File: src/psm_pkg.sv
// Constants and types for the power saving mode control block
//==============================================================
package psm_pkg;

	//==============================================================
	// Register map (index times four is the byte address)
	localparam logic [9:0]  PSM_PWR_CTRL_IDX = 10'h087;
	localparam logic [9:0]  PSM_STAT_IDX   = 10'h088;
	localparam int          PSM_ADDR_W     = 12;

	//==============================================================
	// Power control register fields
	localparam int          PSM_SMOD_BIT   = 7;
	localparam int          PSM_PD_START_BIT = 6;
	localparam int          PSM_IDS_BIT    = 5;
	localparam int          PSM_PD_ARM_BIT = 1;
	localparam int          PSM_IDE_BIT    = 0;
	localparam logic [7:0]  PSM_KEEP_MASK  = 8'h8c;
	localparam logic [7:0]  PSM_PWR_CTRL_RST = 8'h00;

	//==============================================================
	// Types
	typedef enum logic [1:0] {
		PSM_ACTIVE,
		PSM_IDLE,
		PSM_PDOWN
	} psm_mode_t;

	typedef struct packed {
		logic       ale;
		logic       code_fetch_strobe;
		logic [7:0] port;
	} psm_pins_t;

endpackage // psm_pkg

File: src/psm_ctrl.sv
// Power saving mode controller with APB access to the power control register
//
// Our own choices: the placing of the registers and the APB register port.
`timescale 1ns/100ps
`default_nettype none

module psm_ctrl
	import psm_pkg::*;
#(
	parameter int PORT_W = 8
) (
	input  wire logic                  pclk,
	input  wire logic                  presetn,
	input  wire logic                  psel,
	input  wire logic                  penable,
	input  wire logic                  pwrite,
	input  wire logic [PSM_ADDR_W-1:0] paddr,
	input  wire logic [31:0]           pwdata,
	output logic      [31:0]           prdata,
	output logic                       pready,
	output logic                       pslverr,
	input  wire logic                  irq_pending,
	input  wire psm_pins_t             core_pins,
	input  wire logic [PORT_W-1:0]     alt_sel,
	input  wire logic [PORT_W-1:0]     alt_value,
	output psm_pins_t                  pins_out,
	output logic                       osc_en,
	output logic                       cpu_clk_en,
	output logic                       periph_clk_en,
	output logic                       wdt_clk_en,
	output logic                       baud_double,
	output psm_mode_t                  mode
);

	//==============================================================
	// Bus decode
	//==============================================================
	// Every access completes in one access cycle
	wire logic        acc_phase;
	wire logic        hit_ctrl;
	wire logic        hit_stat;
	wire logic        wr_ctrl;
	wire logic [7:0]  wbyte;

	assign acc_phase = psel & penable;
	assign hit_ctrl  = (paddr[PSM_ADDR_W-1:2] == PSM_PWR_CTRL_IDX);
	assign hit_stat  = (paddr[PSM_ADDR_W-1:2] == PSM_STAT_IDX);
	assign pready    = 1'b1;
	assign pslverr   = acc_phase & ~(hit_ctrl | hit_stat);
	// Writes are dropped while the CPU clock is stopped
	assign wr_ctrl   = acc_phase & pwrite & hit_ctrl & (mode == PSM_ACTIVE);
	assign wbyte     = pwdata[7:0];

	//==============================================================
	// Entry sequence detection
	//==============================================================
	logic             pd_armed_reg;
	logic             id_armed_reg;
	logic [7:0]       keep_reg;
	wire logic        w_pd_arm;
	wire logic        w_pd_start;
	wire logic        w_id_arm;
	wire logic        w_id_start;
	wire logic        pd_go;
	wire logic        id_go;

	assign w_pd_arm   = wbyte[PSM_PD_ARM_BIT];
	assign w_pd_start = wbyte[PSM_PD_START_BIT];
	assign w_id_arm   = wbyte[PSM_IDE_BIT];
	assign w_id_start = wbyte[PSM_IDS_BIT];
	// Start only after an arming write, never with the arm bit in the same write
	assign pd_go = wr_ctrl & pd_armed_reg & w_pd_start & ~w_pd_arm;
	// Power-down wins over a concurrent idle start
	assign id_go = wr_ctrl & id_armed_reg & w_id_start & ~w_id_arm & ~pd_go;

	// Arm flags live for exactly one following control write
	always_ff @(posedge pclk or negedge presetn) begin
		if (!presetn) begin
			pd_armed_reg <= 1'b0;
			id_armed_reg <= 1'b0;
		end else if (wr_ctrl) begin
			pd_armed_reg <= w_pd_arm & ~w_pd_start;
			id_armed_reg <= w_id_arm & ~w_id_start;
		end
	end

	// Retained fields: baud doubling and the two general flags
	always_ff @(posedge pclk or negedge presetn) begin
		if (!presetn) begin
			keep_reg <= PSM_PWR_CTRL_RST;
		end else if (wr_ctrl) begin
			keep_reg <= wbyte & PSM_KEEP_MASK;
		end
	end

	assign baud_double = keep_reg[PSM_SMOD_BIT];

	//==============================================================
	// Mode state
	//==============================================================
	psm_mode_t        mode_next;

	// Entry on the start write, exit from idle on interrupt or reset
	always_comb begin
		mode_next = mode;
		case (mode)
			PSM_ACTIVE: begin
				if (pd_go) begin
					mode_next = PSM_PDOWN;
				end else if (id_go) begin
					mode_next = PSM_IDLE;
				end
			end
			PSM_IDLE: begin
				if (irq_pending) begin
					mode_next = PSM_ACTIVE;
				end
			end
			PSM_PDOWN: begin
				mode_next = PSM_PDOWN;
			end
			default: begin
				mode_next = PSM_ACTIVE;
			end
		endcase
	end

	// Reset is the only way out of power-down and also ends idle
	always_ff @(posedge pclk or negedge presetn) begin
		if (!presetn) begin
			mode <= PSM_ACTIVE;
		end else begin
			mode <= mode_next;
		end
	end

	//==============================================================
	// Clock gating
	//==============================================================
	// Oscillator off only in power-down; idle gates CPU and watchdog
	assign osc_en        = (mode != PSM_PDOWN);
	assign cpu_clk_en    = (mode == PSM_ACTIVE);
	assign periph_clk_en = (mode != PSM_PDOWN);
	assign wdt_clk_en    = (mode == PSM_ACTIVE);

	//==============================================================
	// Pin control
	//==============================================================
	logic [PORT_W-1:0] alt_hold_reg;
	wire logic [PORT_W-1:0] port_next;
	logic              ale_next;
	logic              strobe_next;
	wire psm_pins_t    pins_next;

	// Alternate outputs frozen at the end of the power-down start write
	always_ff @(posedge pclk or negedge presetn) begin
		if (!presetn) begin
			alt_hold_reg <= '0;
		end else if (pd_go) begin
			alt_hold_reg <= alt_value;
		end
	end

	// Per-bit choice between port latch and alternate function
	genvar gi;
	generate
		for (gi = 0; gi < PORT_W; gi++) begin : g_port
			assign port_next[gi] = (mode == PSM_PDOWN)
				? (alt_sel[gi] ? alt_hold_reg[gi] : core_pins.port[gi])
				: (alt_sel[gi] ? alt_value[gi] : core_pins.port[gi]);
		end
	endgenerate

	// Strobe levels per mode
	always_comb begin
		case (mode)
			PSM_IDLE: begin
				ale_next    = 1'b1;
				strobe_next = 1'b1;
			end
			PSM_PDOWN: begin
				ale_next    = 1'b0;
				strobe_next = 1'b0;
			end
			default: begin
				ale_next    = core_pins.ale;
				strobe_next = core_pins.code_fetch_strobe;
			end
		endcase
	end

	// One driver for the whole next pin word
	assign pins_next = '{ale: ale_next, code_fetch_strobe: strobe_next, port: port_next};

	// Registered pin drivers
	always_ff @(posedge pclk or negedge presetn) begin
		if (!presetn) begin
			pins_out <= '0;
		end else begin
			pins_out <= pins_next;
		end
	end

	//==============================================================
	// Read data
	//==============================================================
	wire logic [31:0] rd_ctrl;
	wire logic [31:0] rd_stat;

	// Self-clearing arm and start bits always read zero
	assign rd_ctrl = {24'h000000, keep_reg};
	assign rd_stat = {28'h0000000, id_armed_reg, pd_armed_reg, mode};

	// Read data latched in the setup cycle, held into the access cycle
	always_ff @(posedge pclk or negedge presetn) begin
		if (!presetn) begin
			prdata <= 32'h00000000;
		end else if (psel & ~penable & ~pwrite) begin
			prdata <= hit_ctrl ? rd_ctrl : (hit_stat ? rd_stat : 32'h00000000);
		end
	end

	// Last accepted control byte, an independent view of arming
	logic [7:0]       last_wr_reg;

	always_ff @(posedge pclk or negedge presetn) begin
		if (!presetn) begin
			last_wr_reg <= 8'h00;
		end else if (wr_ctrl) begin
			last_wr_reg <= wbyte;
		end
	end
endmodule // psm_ctrl

`default_nettype wire

File: config.mk
export PLATFORM = sky130hd
export DESIGN_NAME = psm_ctrl
export DESIGN_NICKNAME = d
export VERILOG_FILES = /design/src/psm_pkg.sv /design/src/psm_ctrl.sv
export SDC_FILE = /design/constraint.sdc
export NUM_CORES = 1
export LEC_CHECK = 0
export BUFFER_PORTS_ARGS = -buffer_cell sky130_fd_sc_hd__buf_2
export CAP_MARGIN = 5
export CELL_PAD_IN_SITES_DETAIL_PLACEMENT = 0
export CELL_PAD_IN_SITES_GLOBAL_PLACEMENT = 1
export CORE_AREA = 2 2 58 115
export DETAILED_ROUTE_END_ITERATION = 16
export DIE_AREA = 0 0 60 117
export MAX_ROUTING_LAYER = met4
export PLACE_DENSITY_LB_ADDON = 0.1
export SETUP_SLACK_MARGIN = 0.02
export SLEW_MARGIN = 5
export SYNTH_ARGS = -nofsm -noshare
export SYNTH_HDL_FRONTEND = slang
export SYNTH_SLANG_ARGS = --single-unit
export TNS_END_PERCENT = 20
File: constraint.sdc
create_clock -name pclk -period 3 [get_ports pclk]
set_clock_uncertainty 0.1 [all_clocks]
set_input_delay 0 -clock pclk [delete_from_list [all_inputs] [get_ports pclk]]
set_output_delay 0 -clock pclk [all_outputs]
set_load 0.005 [all_outputs]
==> flow_summary.toml, run 1 <==
[cts]
htree_levels = 2
cts-resized-gates = 0
clk-insertion-delay-late_ns = 0.27
cts-root-buf = "clkbuf_16"
cts_num_sinks = 30
ctsLongestPathBuffers = 2
clkTransAtPathRegs_ns = 0.05
post_cts_buffers = 0
cts_tree = "done"
cts-buffers-inserted = 5

[logic_synthesis]
ys_top_cells_by_area = "dfrtp_1, buf_4, mux2_2"
synth-adder-area-share_pct = 2.32
syn_avg_cell_area_um2 = 9.94
synth_cell_types = 31
yosysSeqAreaShare_pct = 46.3
synthSimpleGateAreaFrac_pct = 16.5
synth-compound-area-share_pct = 7.57
yosys-mux-area-fraction_pct = 10.5
synthDominantCellAreaShare_pct = 46.3
ys_warn_count = 0
ys_ff_latch = 30
synthesis.area_um2 = 1620
synthTopCellsByCount = "buf_4, dfrtp_1, nand2_1"
synth_edf_count = 0
synth_top_family_by_area = "simple AND/OR/NAND/NOR gates"
synthXorXnorAreaFrac_pct = 0
synth-main-ff-cell = "dfrtp_1"
async_reset_ff_share_pct = 100
synthCells = 163
synth_top_area_cell = "dfrtp_1"

[power]
p_leak_nw = 1.20
vdd_drop_max_mv = 0.259
clockPowerShare_pct = 45.3
pwr-share-seq_pct = 41.3
intPower_w = 0.000797
switchingPower_w = 0.000232
power_density_nw_per_um2 = 422
pwr-share-comb_pct = 13.4
p_sw_share_pct = 22.5

[cells_and_area]
drive_gt1_share_pct = 34.3
largest_register_ffs = 10
fin_nets = 350
stdcell_count = 357
area_growth_pct = 50.4
antenna_cells = 0

[sta]
grt_setup_unrepaired = "no"
finalCritPeriodShare_pct = 83.9
hold_viol_final = 0
finalSetupTns_ns = 0
maxSlewViolCount = 0
period_minus_slack_ns = 2.52
slew_headroom_pct = 33.5
fmax_mhz = 397
setup_viol = 0
worst_pin_slew_ns = 0.995

[grt]
grt_pass1_wl_mm = 5.95
gr-total-overflow = 0
grt_usage_pct = 11.7
antenna_found_initial = 0
grt_max_degree = 31
grt_pass1_vias = 1439

[floorplanning]
core-area_um2 = 6210
die_w_um = 60
die_area_um2 = 7020
die-height_um = 117
initial_core_util_pct = 26.1
num_io_pins = 127
rows = 41

[routing]
drt_iter0_markers = 40
num_vias = 1421
viasPerCell = 3.98
post_drt_wl_per_cell_um = 11.1
drc_errors = 0
wl_mm = 3.95
antenna_left = 0
first_pass_iters = 4

[min_path]
min_to = "prdata[3]"
hold_start = "pwrite"
hold_path_class = "input pin to flip-flop"
hold_depth = 3

[flow_run]
max-cap-violations = 0

[placed_design]
dp_hpwl_mm = 2.76
port_buffers = 71
gp_congestion = 0.744
dp.cells = 316

[critical_path]
endpoint_kind = "flip-flop"
r2r_end = "alt_hold_reg[2]"
worstPathArrival_ns = 2.57
rrSetupSlack_ns = 0.48
cp-start-kind = "flip-flop"
cp.required_ns = 3.05
reg2reg_from = "mode[0]"
worstPathMaxFanout = 8
reg2reg_depth = 6
critical_path_class = "flip-flop to flip-flop"

[run_status]
outcome = "complete, no violations"
repair_timing:
action,4_1_cts,5_1_grt
setup endpoints to repair,0,0
hold endpoints to repair,53,0
hold buffers,34,0
cell usage in the layout, fill, tap and decap left out, types with 2 or more instances in the layout:
cell type / synthesis / routed
a21oi_1: 12 / 12
a22oi_1: 2 / 2
buf_2: 1 / 71
buf_4: 30 / 2
clkbuf_16: 0 / 5
clkinv_2: 0 / 2
conb_1: 2 / 28
dfrtp_1: 30 / 30
dlygate4sd3_1: 0 / 34
ha_1: 3 / 3
inv_1: 8 / 8
mux2_2: 8 / 8
mux2i_1: 8 / 8
nand2_1: 16 / 16
nand3_1: 3 / 3
nand3b_1: 2 / 2
nor2_1: 12 / 12
nor3_1: 4 / 4
nor4_1: 2 / 2
o21ai_0: 5 / 5
or2_2: 2 / 2
routing by layer:
layer / track usage, % / part of all wire (%) / wire length (um)
met5: - / 0 / 0
met4: 5.04 / 1.9 / 74
met3: 2.53 / 4.6 / 182
met2: 20.2 / 53 / 2090
met1: 12.3 / 40 / 1590
worst max-delay path, cell delays in order, from the launching register on:
cell and delay, ns:
dfrtp_1 0.42, inv_1 0.12, ha_1 0.28, nand4_1 0.17, or4_1 0.52, nor3_4 0.41, mux2_2 0.39
worst max-delay path by stage:
stage | from | end | slack [ns] | cells after the start
CTS | mode[1] | alt_hold_reg[5] | 0.41 | 6
detailed placement | mode[1] | alt_hold_reg[5] | 0.42 | 6
finish | mode[0] | alt_hold_reg[2] | 0.48 | 6
global route | mode[1] | alt_hold_reg[1] | 0.30 | 6
global placement | mode[1] | alt_hold_reg[7] | 0.42 | 6
floorplan | mode[0] | alt_hold_reg[0] | 0.73 | 7
power by group through the flow:
stage / sequential (W) / clock (W) / combinational (W)
floorplan: 0.000434 / 0 / 0.0000612
global placement: 0.000432 / 0 / 0.0000998
detailed placement: 0.000432 / 0 / 0.000101
CTS: 0.000425 / 0.000483 / 0.000137
global route: 0.000426 / 0.000498 / 0.000157
finish: 0.000425 / 0.000466 / 0.000137
cell families (layout without fill, tap and decap cells):
group,after synthesis,in the layout
adder cells (fa/ha/maj),3,3
AO/OA/AOI/OAI,22,22
buffers and inverters,40,122
other,2,28
multiplexers,16,16
AND/OR/NAND/NOR,50,50
flip-flops,30,30
layout make-up:
| cell class | instances | area (um2) |
|---|---|---|
| inverter | 8 | 30.0 |
| multi-input combinational | 119 | 703 |
| clock inverter | 2 | 10.0 |
| sequential | 30 | 751 |
| tap | 86 | 108 |
| fill | 638 | 3770 |
| timing repair buffer | 107 | 711 |
| clock buffer | 5 | 125 |
stage by stage:
step	cell area [um2]	setup WS, ns	utilization (%)	power, W	hold slack, ns
floorplan	1720	0.732	-	0.000495	-0.396
global placement	1960	0.419	31.6	0.000532	-0.00312
detailed placement	1960	0.415	31.6	0.000533	-0.000893
CTS	2440	0.410	39.3	0.00105	0.0342
global route	2440	0.305	39.3	0.00108	0.0789
finish	2440	0.484	39.3	0.00103	0.0403
(Power assumes the default switching activity.)
==> run 2: changes to the inputs <==
Settings changed: ABC_AREA from default to 1, CORE_AREA 2 2 58 115 to 2 2 60 119, DIE_AREA 0 0 60 117 to 0 0 62 121.
Clock period 3 ns to 2.4 ns, I/O delays scaled along.
==> flow_summary.toml, run 2 <==
[run_status]
outcome = "complete, no violations"

[cells_and_area]
postLayoutCellArea_um2 = 2650
fin_nets = 391
drive_gt1_share_pct = 32.9
area_growth_pct = 52.6
mostFrequentLayoutCells = "buf_2, dlygate4sd3_1, dfrtp_1"
largest_register_ffs = 10
antenna_cells = 0
final_common_cell = "buf_2"

[sta]
maxSlewViolCount = 0
fmax_mhz = 468
finalCritPeriodShare_pct = 89.0
finalSetupTns_ns = 0
setup_viol = 0
slew_headroom_pct = 51.6
grt_setup_unrepaired = "no"
hold_ws_ns = 0.0263
period_minus_slack_ns = 2.14
hold_viol_final = 0
worst_pin_slew_ns = 0.726

[routing]
antenna_left = 0
routed-wl-met2_mm = 2.57
top_layer_used = "met4"
dr_wl_met3_um = 237
drt_iter0_markers = 12
drc_errors = 0
viasPerCell = 3.94
m1WireLength_mm = 1.40
wl_mm = 4.32
num_vias = 1580
post_drt_wl_per_cell_um = 10.8
first_pass_iters = 2

[cts]
clk-insertion-delay-late_ns = 0.27
ctsLongestPathBuffers = 2
htree_levels = 2
post_cts_buffers = 0
clkTransAtPathRegs_ns = 0.05
cts_num_sinks = 30
cts_tree = "done"
cts-root-buf = "clkbuf_16"
cts-buffers-inserted = 5

[floorplanning]
core-area_um2 = 6570
num_io_pins = 127
die_w_um = 62
die-height_um = 121
initial_core_util_pct = 26.4
die_area_um2 = 7500
rows = 42

[placed_design]
port_buffers = 71
postPlaceCellArea_um2 = 2060
dp_hpwl_mm = 3.18
gp_congestion = 0.711

[logic_synthesis]
synthDominantCellAreaShare_pct = 43.2
synthSimpleGateAreaFrac_pct = 21.0
ys_warn_count = 0
synth-compound-area-share_pct = 12.0
synth-adder-area-share_pct = 2.16
async_reset_ff_share_pct = 100
yosysSeqAreaShare_pct = 43.2
syn_avg_cell_area_um2 = 8.86
ys_top_cells_by_area = "dfrtp_1, buf_4, nand2_1"
synthXorXnorAreaFrac_pct = 0
yosys-mux-area-fraction_pct = 2.59
synth_top_area_cell = "dfrtp_1"
synth_edf_count = 0
synthCells = 196
synthesis.area_um2 = 1740
synth_top_family_by_area = "simple AND/OR/NAND/NOR gates"
ys_ff_latch = 30
synth_cell_types = 27
synth-main-ff-cell = "dfrtp_1"
synthTopCellsByCount = "buf_4, dfrtp_1, nand2_1"

[grt]
grt_usage_pct = 12.9
gr-total-overflow = 0
grt_max_degree = 31
grt_pass1_vias = 1603
antenna_found_initial = 0
grt_pass1_wl_mm = 6.82

[critical_path]
endpoint_kind = "flip-flop"
crit_chain = "inv_1 -> ha_1 -> nand2_1 -> nor2_4 -> nand2_4 -> a21oi_1 -> dlygate4sd3_1 -> a21oi_1"
worstPathArrival_ns = 2.20
critPathTopFamily = "buffers and inverters"
cp-start-kind = "flip-flop"
cp.required_ns = 2.46
critical-path-max-stage-delay_ns = 0.55
cpMaxStageDelayCell = "dlygate4sd3_1"
cp_num_buf_inv = 2
critical_path_class = "flip-flop to flip-flop"
critPathMostFrequentCell = "a21oi_1"
worstPathMaxFanout = 7

[power]
p_sw_share_pct = 25.3
intPower_w = 0.00111
vdd_drop_max_mv = 0.344
clockPowerShare_pct = 42.1
p_leak_nw = 1.45
pwr-share-comb_pct = 20.6
power_density_nw_per_um2 = 559
pwr-share-seq_pct = 37.2
switchingPower_w = 0.000375
total_power_w = 0.00148

[min_path]
hold_path_class = "input pin to flip-flop"

[flow_run]
max-cap-violations = 0
## run 2: cell count changes after synthesis, moves of 3 or more
cell / change
nand3_1: +3
nand2_1: +10
mux2_2: -8
inv_1: +13
o21ai_2: +8
mux2_4: +3
nor2_1: +10
o21ai_0: +8
mux2i_1: -8
nand2_2: +4
## run 2: cell families after synthesis
logic type                 after synthesis
buffers and inverters                   54
DFF                                     30
other                                    2
and+or+nand+nor                         70
AOI/OAI and AO/OA                       34
adders and majority gates                3
muxes                                    3
## run 2: metal layers
| layer | track usage [%] | vias to the layer above |
|---|---|---|
| met2 | 23.8 | 61 |
| li1 | - | 794 |
| met1 | 11.0 | 719 |
| met3 | 2.67 | 6 |
| met4 | 7.18 | 0 |
| met5 | - | - |
## run 2: worst paths after layout
check / start / to / slack (ns) / depth (start not counted)
setup / recovery: mode[0] / id_armed_reg / 0.26 / 8
hold / removal: psel / prdata[1] / 0.03 / 4
setup reg to reg: mode[0] / id_armed_reg / 0.26 / 8
hold reg to reg: alt_hold_reg[3] / alt_hold_reg[3] / 0.38 / 2
max in group asynchronous: presetn / pins_out[1] / 1.50 / 2
min in group asynchronous: presetn / pins_out[2] / 0.24 / 2
## run 2: repair_timing
action | 4_1_cts | 5_1_grt
hold buffers | 44 | 0
setup endpoints to repair | 0 | 2
gates resized for setup | 0 | 1
hold endpoints to repair | 57 | 0
## run 2: worst register-to-register path, stage by stage (launching register included)
cell,delay [ns]
dfrtp_1,0.41
inv_1,0.12
ha_1,0.27
nand2_1,0.12
nor2_4,0.18
nand2_4,0.12
a21oi_1,0.12
dlygate4sd3_1,0.55
a21oi_1,0.04
## run 2: power by group through the flow
stage	registers (W)	clock network, W	logic, W
global route	0.000556	0.000671	0.000351
detailed placement	0.000561	0	0.000245
CTS	0.000552	0.000653	0.000312
floorplan	0.000563	0	0.000159
finish	0.000552	0.000624	0.000306
global placement	0.000560	0	0.000245
## run 2: area by class of cell
class | instances | area (um2)
fillers | 715 | 3920
inverters | 22 | 82.6
repair buffers | 115 | 796
well taps | 88 | 110
multi-input cells | 138 | 763
clock inverters | 1 | 5.00
clock buffers | 7 | 143
flip-flops and latches | 30 | 751
## run 2: stage by stage
stage               util [%]  setup WS, ns  cells
CTS                     40.3         0.179    401
floorplan                  -         0.812    222
detailed placement      31.4         0.480    349
global route            40.3         0.101    401
finish                  40.3         0.264    401
global placement        31.4         0.475    349
==> run 3: changes to the inputs <==
Settings changed: CAP_MARGIN 5 to 20, CELL_PAD_IN_SITES_DETAIL_PLACEMENT 0 to default, CELL_PAD_IN_SITES_GLOBAL_PLACEMENT 1 to default, CORE_AREA 2 2 60 119 to 2 2 51 100, DIE_AREA 0 0 62 121 to 0 0 53 102, MAX_ROUTING_LAYER met4 to default, PLACE_DENSITY from default to 0.75, PLACE_DENSITY_LB_ADDON 0.1 to default.
==> flow_summary.toml, run 3 (same netlist as run 2, synthesis figures left out) <==
[floorplanning]
core-area_um2 = 4600
num_io_pins = 127
rows = 35
die_w_um = 53
die-height_um = 102
initial_core_util_pct = 37.8
die_area_um2 = 5410

[min_path]
hold_start = "psel"
hold_path_class = "input pin to flip-flop"

[routing]
first_pass_iters = 4
wl_mm = 3.97
num_vias = 1591
drc_errors = 0
drt_iter0_markers = 30
antenna_left = 0
viasPerCell = 4.34
post_drt_wl_per_cell_um = 10.8

[sta]
grt_setup_unrepaired = "no"
slew_headroom_pct = 55.7
maxSlewViolCount = 0
hold_viol_final = 0
period_minus_slack_ns = 2.12
finalCritPeriodShare_pct = 88.3
worst_pin_slew_ns = 0.665
finalSetupTns_ns = 0
fmax_mhz = 472
setup_viol = 0
hold_ws_ns = 0.0266

[cells_and_area]
final_common_cell = "buf_2"
seqCellArea_um2 = 751
fin_nets = 390
stdcell_count = 367
postLayoutCellArea_um2 = 2540
drive_gt1_share_pct = 33.0
largest_register_ffs = 10
fill_cells = 417
mostFrequentLayoutCells = "buf_2, dlygate4sd3_1, dfrtp_1"
area_growth_pct = 46.4
antenna_cells = 0
multi_input_area_um2 = 763

[cts]
cts-buffers-inserted = 5
cts_num_sinks = 30
cts_tree = "done"
clkTransAtPathRegs_ns = 0.06
cts-root-buf = "clkbuf_8"
post_cts_buffers = 0
htree_levels = 2
ctsLongestPathBuffers = 2
clk-insertion-delay-late_ns = 0.28

[critical_path]
critical_path_class = "flip-flop to flip-flop"
cp-start-kind = "flip-flop"
cpMaxStageDelayCell = "dlygate4sd3_1"
endpoint_kind = "flip-flop"
worstPathArrival_ns = 2.23
crit_chain = "inv_1 -> ha_1 -> nand2_1 -> nor2_4 -> nand2_4 -> o31ai_1 -> dlygate4sd3_1"
cp_num_buf_inv = 2
critical-path-max-stage-delay_ns = 0.57
cp.required_ns = 2.51
reg2reg_from = "mode[1]"
critPathTopFamily = "buffers and inverters"
crit_path_start = "mode[1]"
worstPathMaxFanout = 7

[grt]
grt_usage_pct = 16.6
grt_max_degree = 31
grt_pass1_vias = 1603
antenna_found_initial = 0
grt_pass1_wl_mm = 6.61
gr-total-overflow = 0

[placed_design]
gp_congestion = 0.661
dp_hpwl_mm = 2.80
dp.cells = 316
postPlaceCellArea_um2 = 2020
port_buffers = 71

[power]
intPower_w = 0.000924
vdd_drop_max_mv = 0.347
pwr-share-seq_pct = 43.4
power_density_nw_per_um2 = 500
pwr-share-comb_pct = 24.1
switchingPower_w = 0.000346
clockPowerShare_pct = 32.5
p_leak_nw = 1.42
p_sw_share_pct = 27.3

[flow_run]
max-cap-violations = 0

[run_status]
outcome = "complete, no violations"
run 3: layout make-up:
cell class | count | share of cell area [%]
Sequential cell | 30 | 29.5
Clock inverter | 1 | 0.197
Inverter | 22 | 3.25
Timing Repair Buffer | 114 | 30.9
Clock buffer | 7 | 3.40
Tap cell | 55 | 2.71
Multi-Input combinational cell | 138 | 30.0
run 3: through the flow:
step,power (W),utilization [%],setup slack (ns)
floorplan,0.000722,-,0.812
global placement,0.000796,43.9,0.531
detailed placement,0.000802,43.9,0.504
CTS,0.00129,55.2,0.165
global route,0.00135,55.3,0.118
finish,0.00127,55.3,0.281
run 3: final timing paths:
kind	to	cells past startpoint	slack, ns
worst max register to register	pd_armed_reg	7	0.28
max in group asynchronous	pins_out[5]	2	1.58
worst min register to register	prdata[2]	1	0.38
worst max-delay path	pd_armed_reg	7	0.28
min in group asynchronous	prdata[1]	2	0.19
worst min-delay path	prdata[0]	4	0.03
run 3: repair_timing:
action,CTS,global route
hold endpoints to repair,58,0
setup endpoints to repair,0,7
resized for setup,0,1
hold buffers,43,0
run 3: routing by layer:
metal	global-route usage, %	wire length [um]	vias up
li1	-	-	793
met1	14.5	1310	718
met2	34.1	2320	74
met3	3.22	272	6
met4	5.92	67	0
met5	0	0	-
run 3: power groups by stage:
stage	Sequential (W)	Combinational, W	Clock [W]
CTS	0.000551	0.000306	0.000432
global route	0.000555	0.000349	0.000445
global placement	0.000559	0.000237	0
floorplan	0.000563	0.000159	0
finish	0.000551	0.000307	0.000413
detailed placement	0.000561	0.000242	0
run 3: worst register-to-register path, stage by stage, from the launching register on:
cell and delay (ns):
dfrtp_1 0.44, inv_1 0.11, ha_1 0.24, nand2_1 0.11, nor2_4 0.17, nand2_4 0.11
o31ai_1 0.21, dlygate4sd3_1 0.57
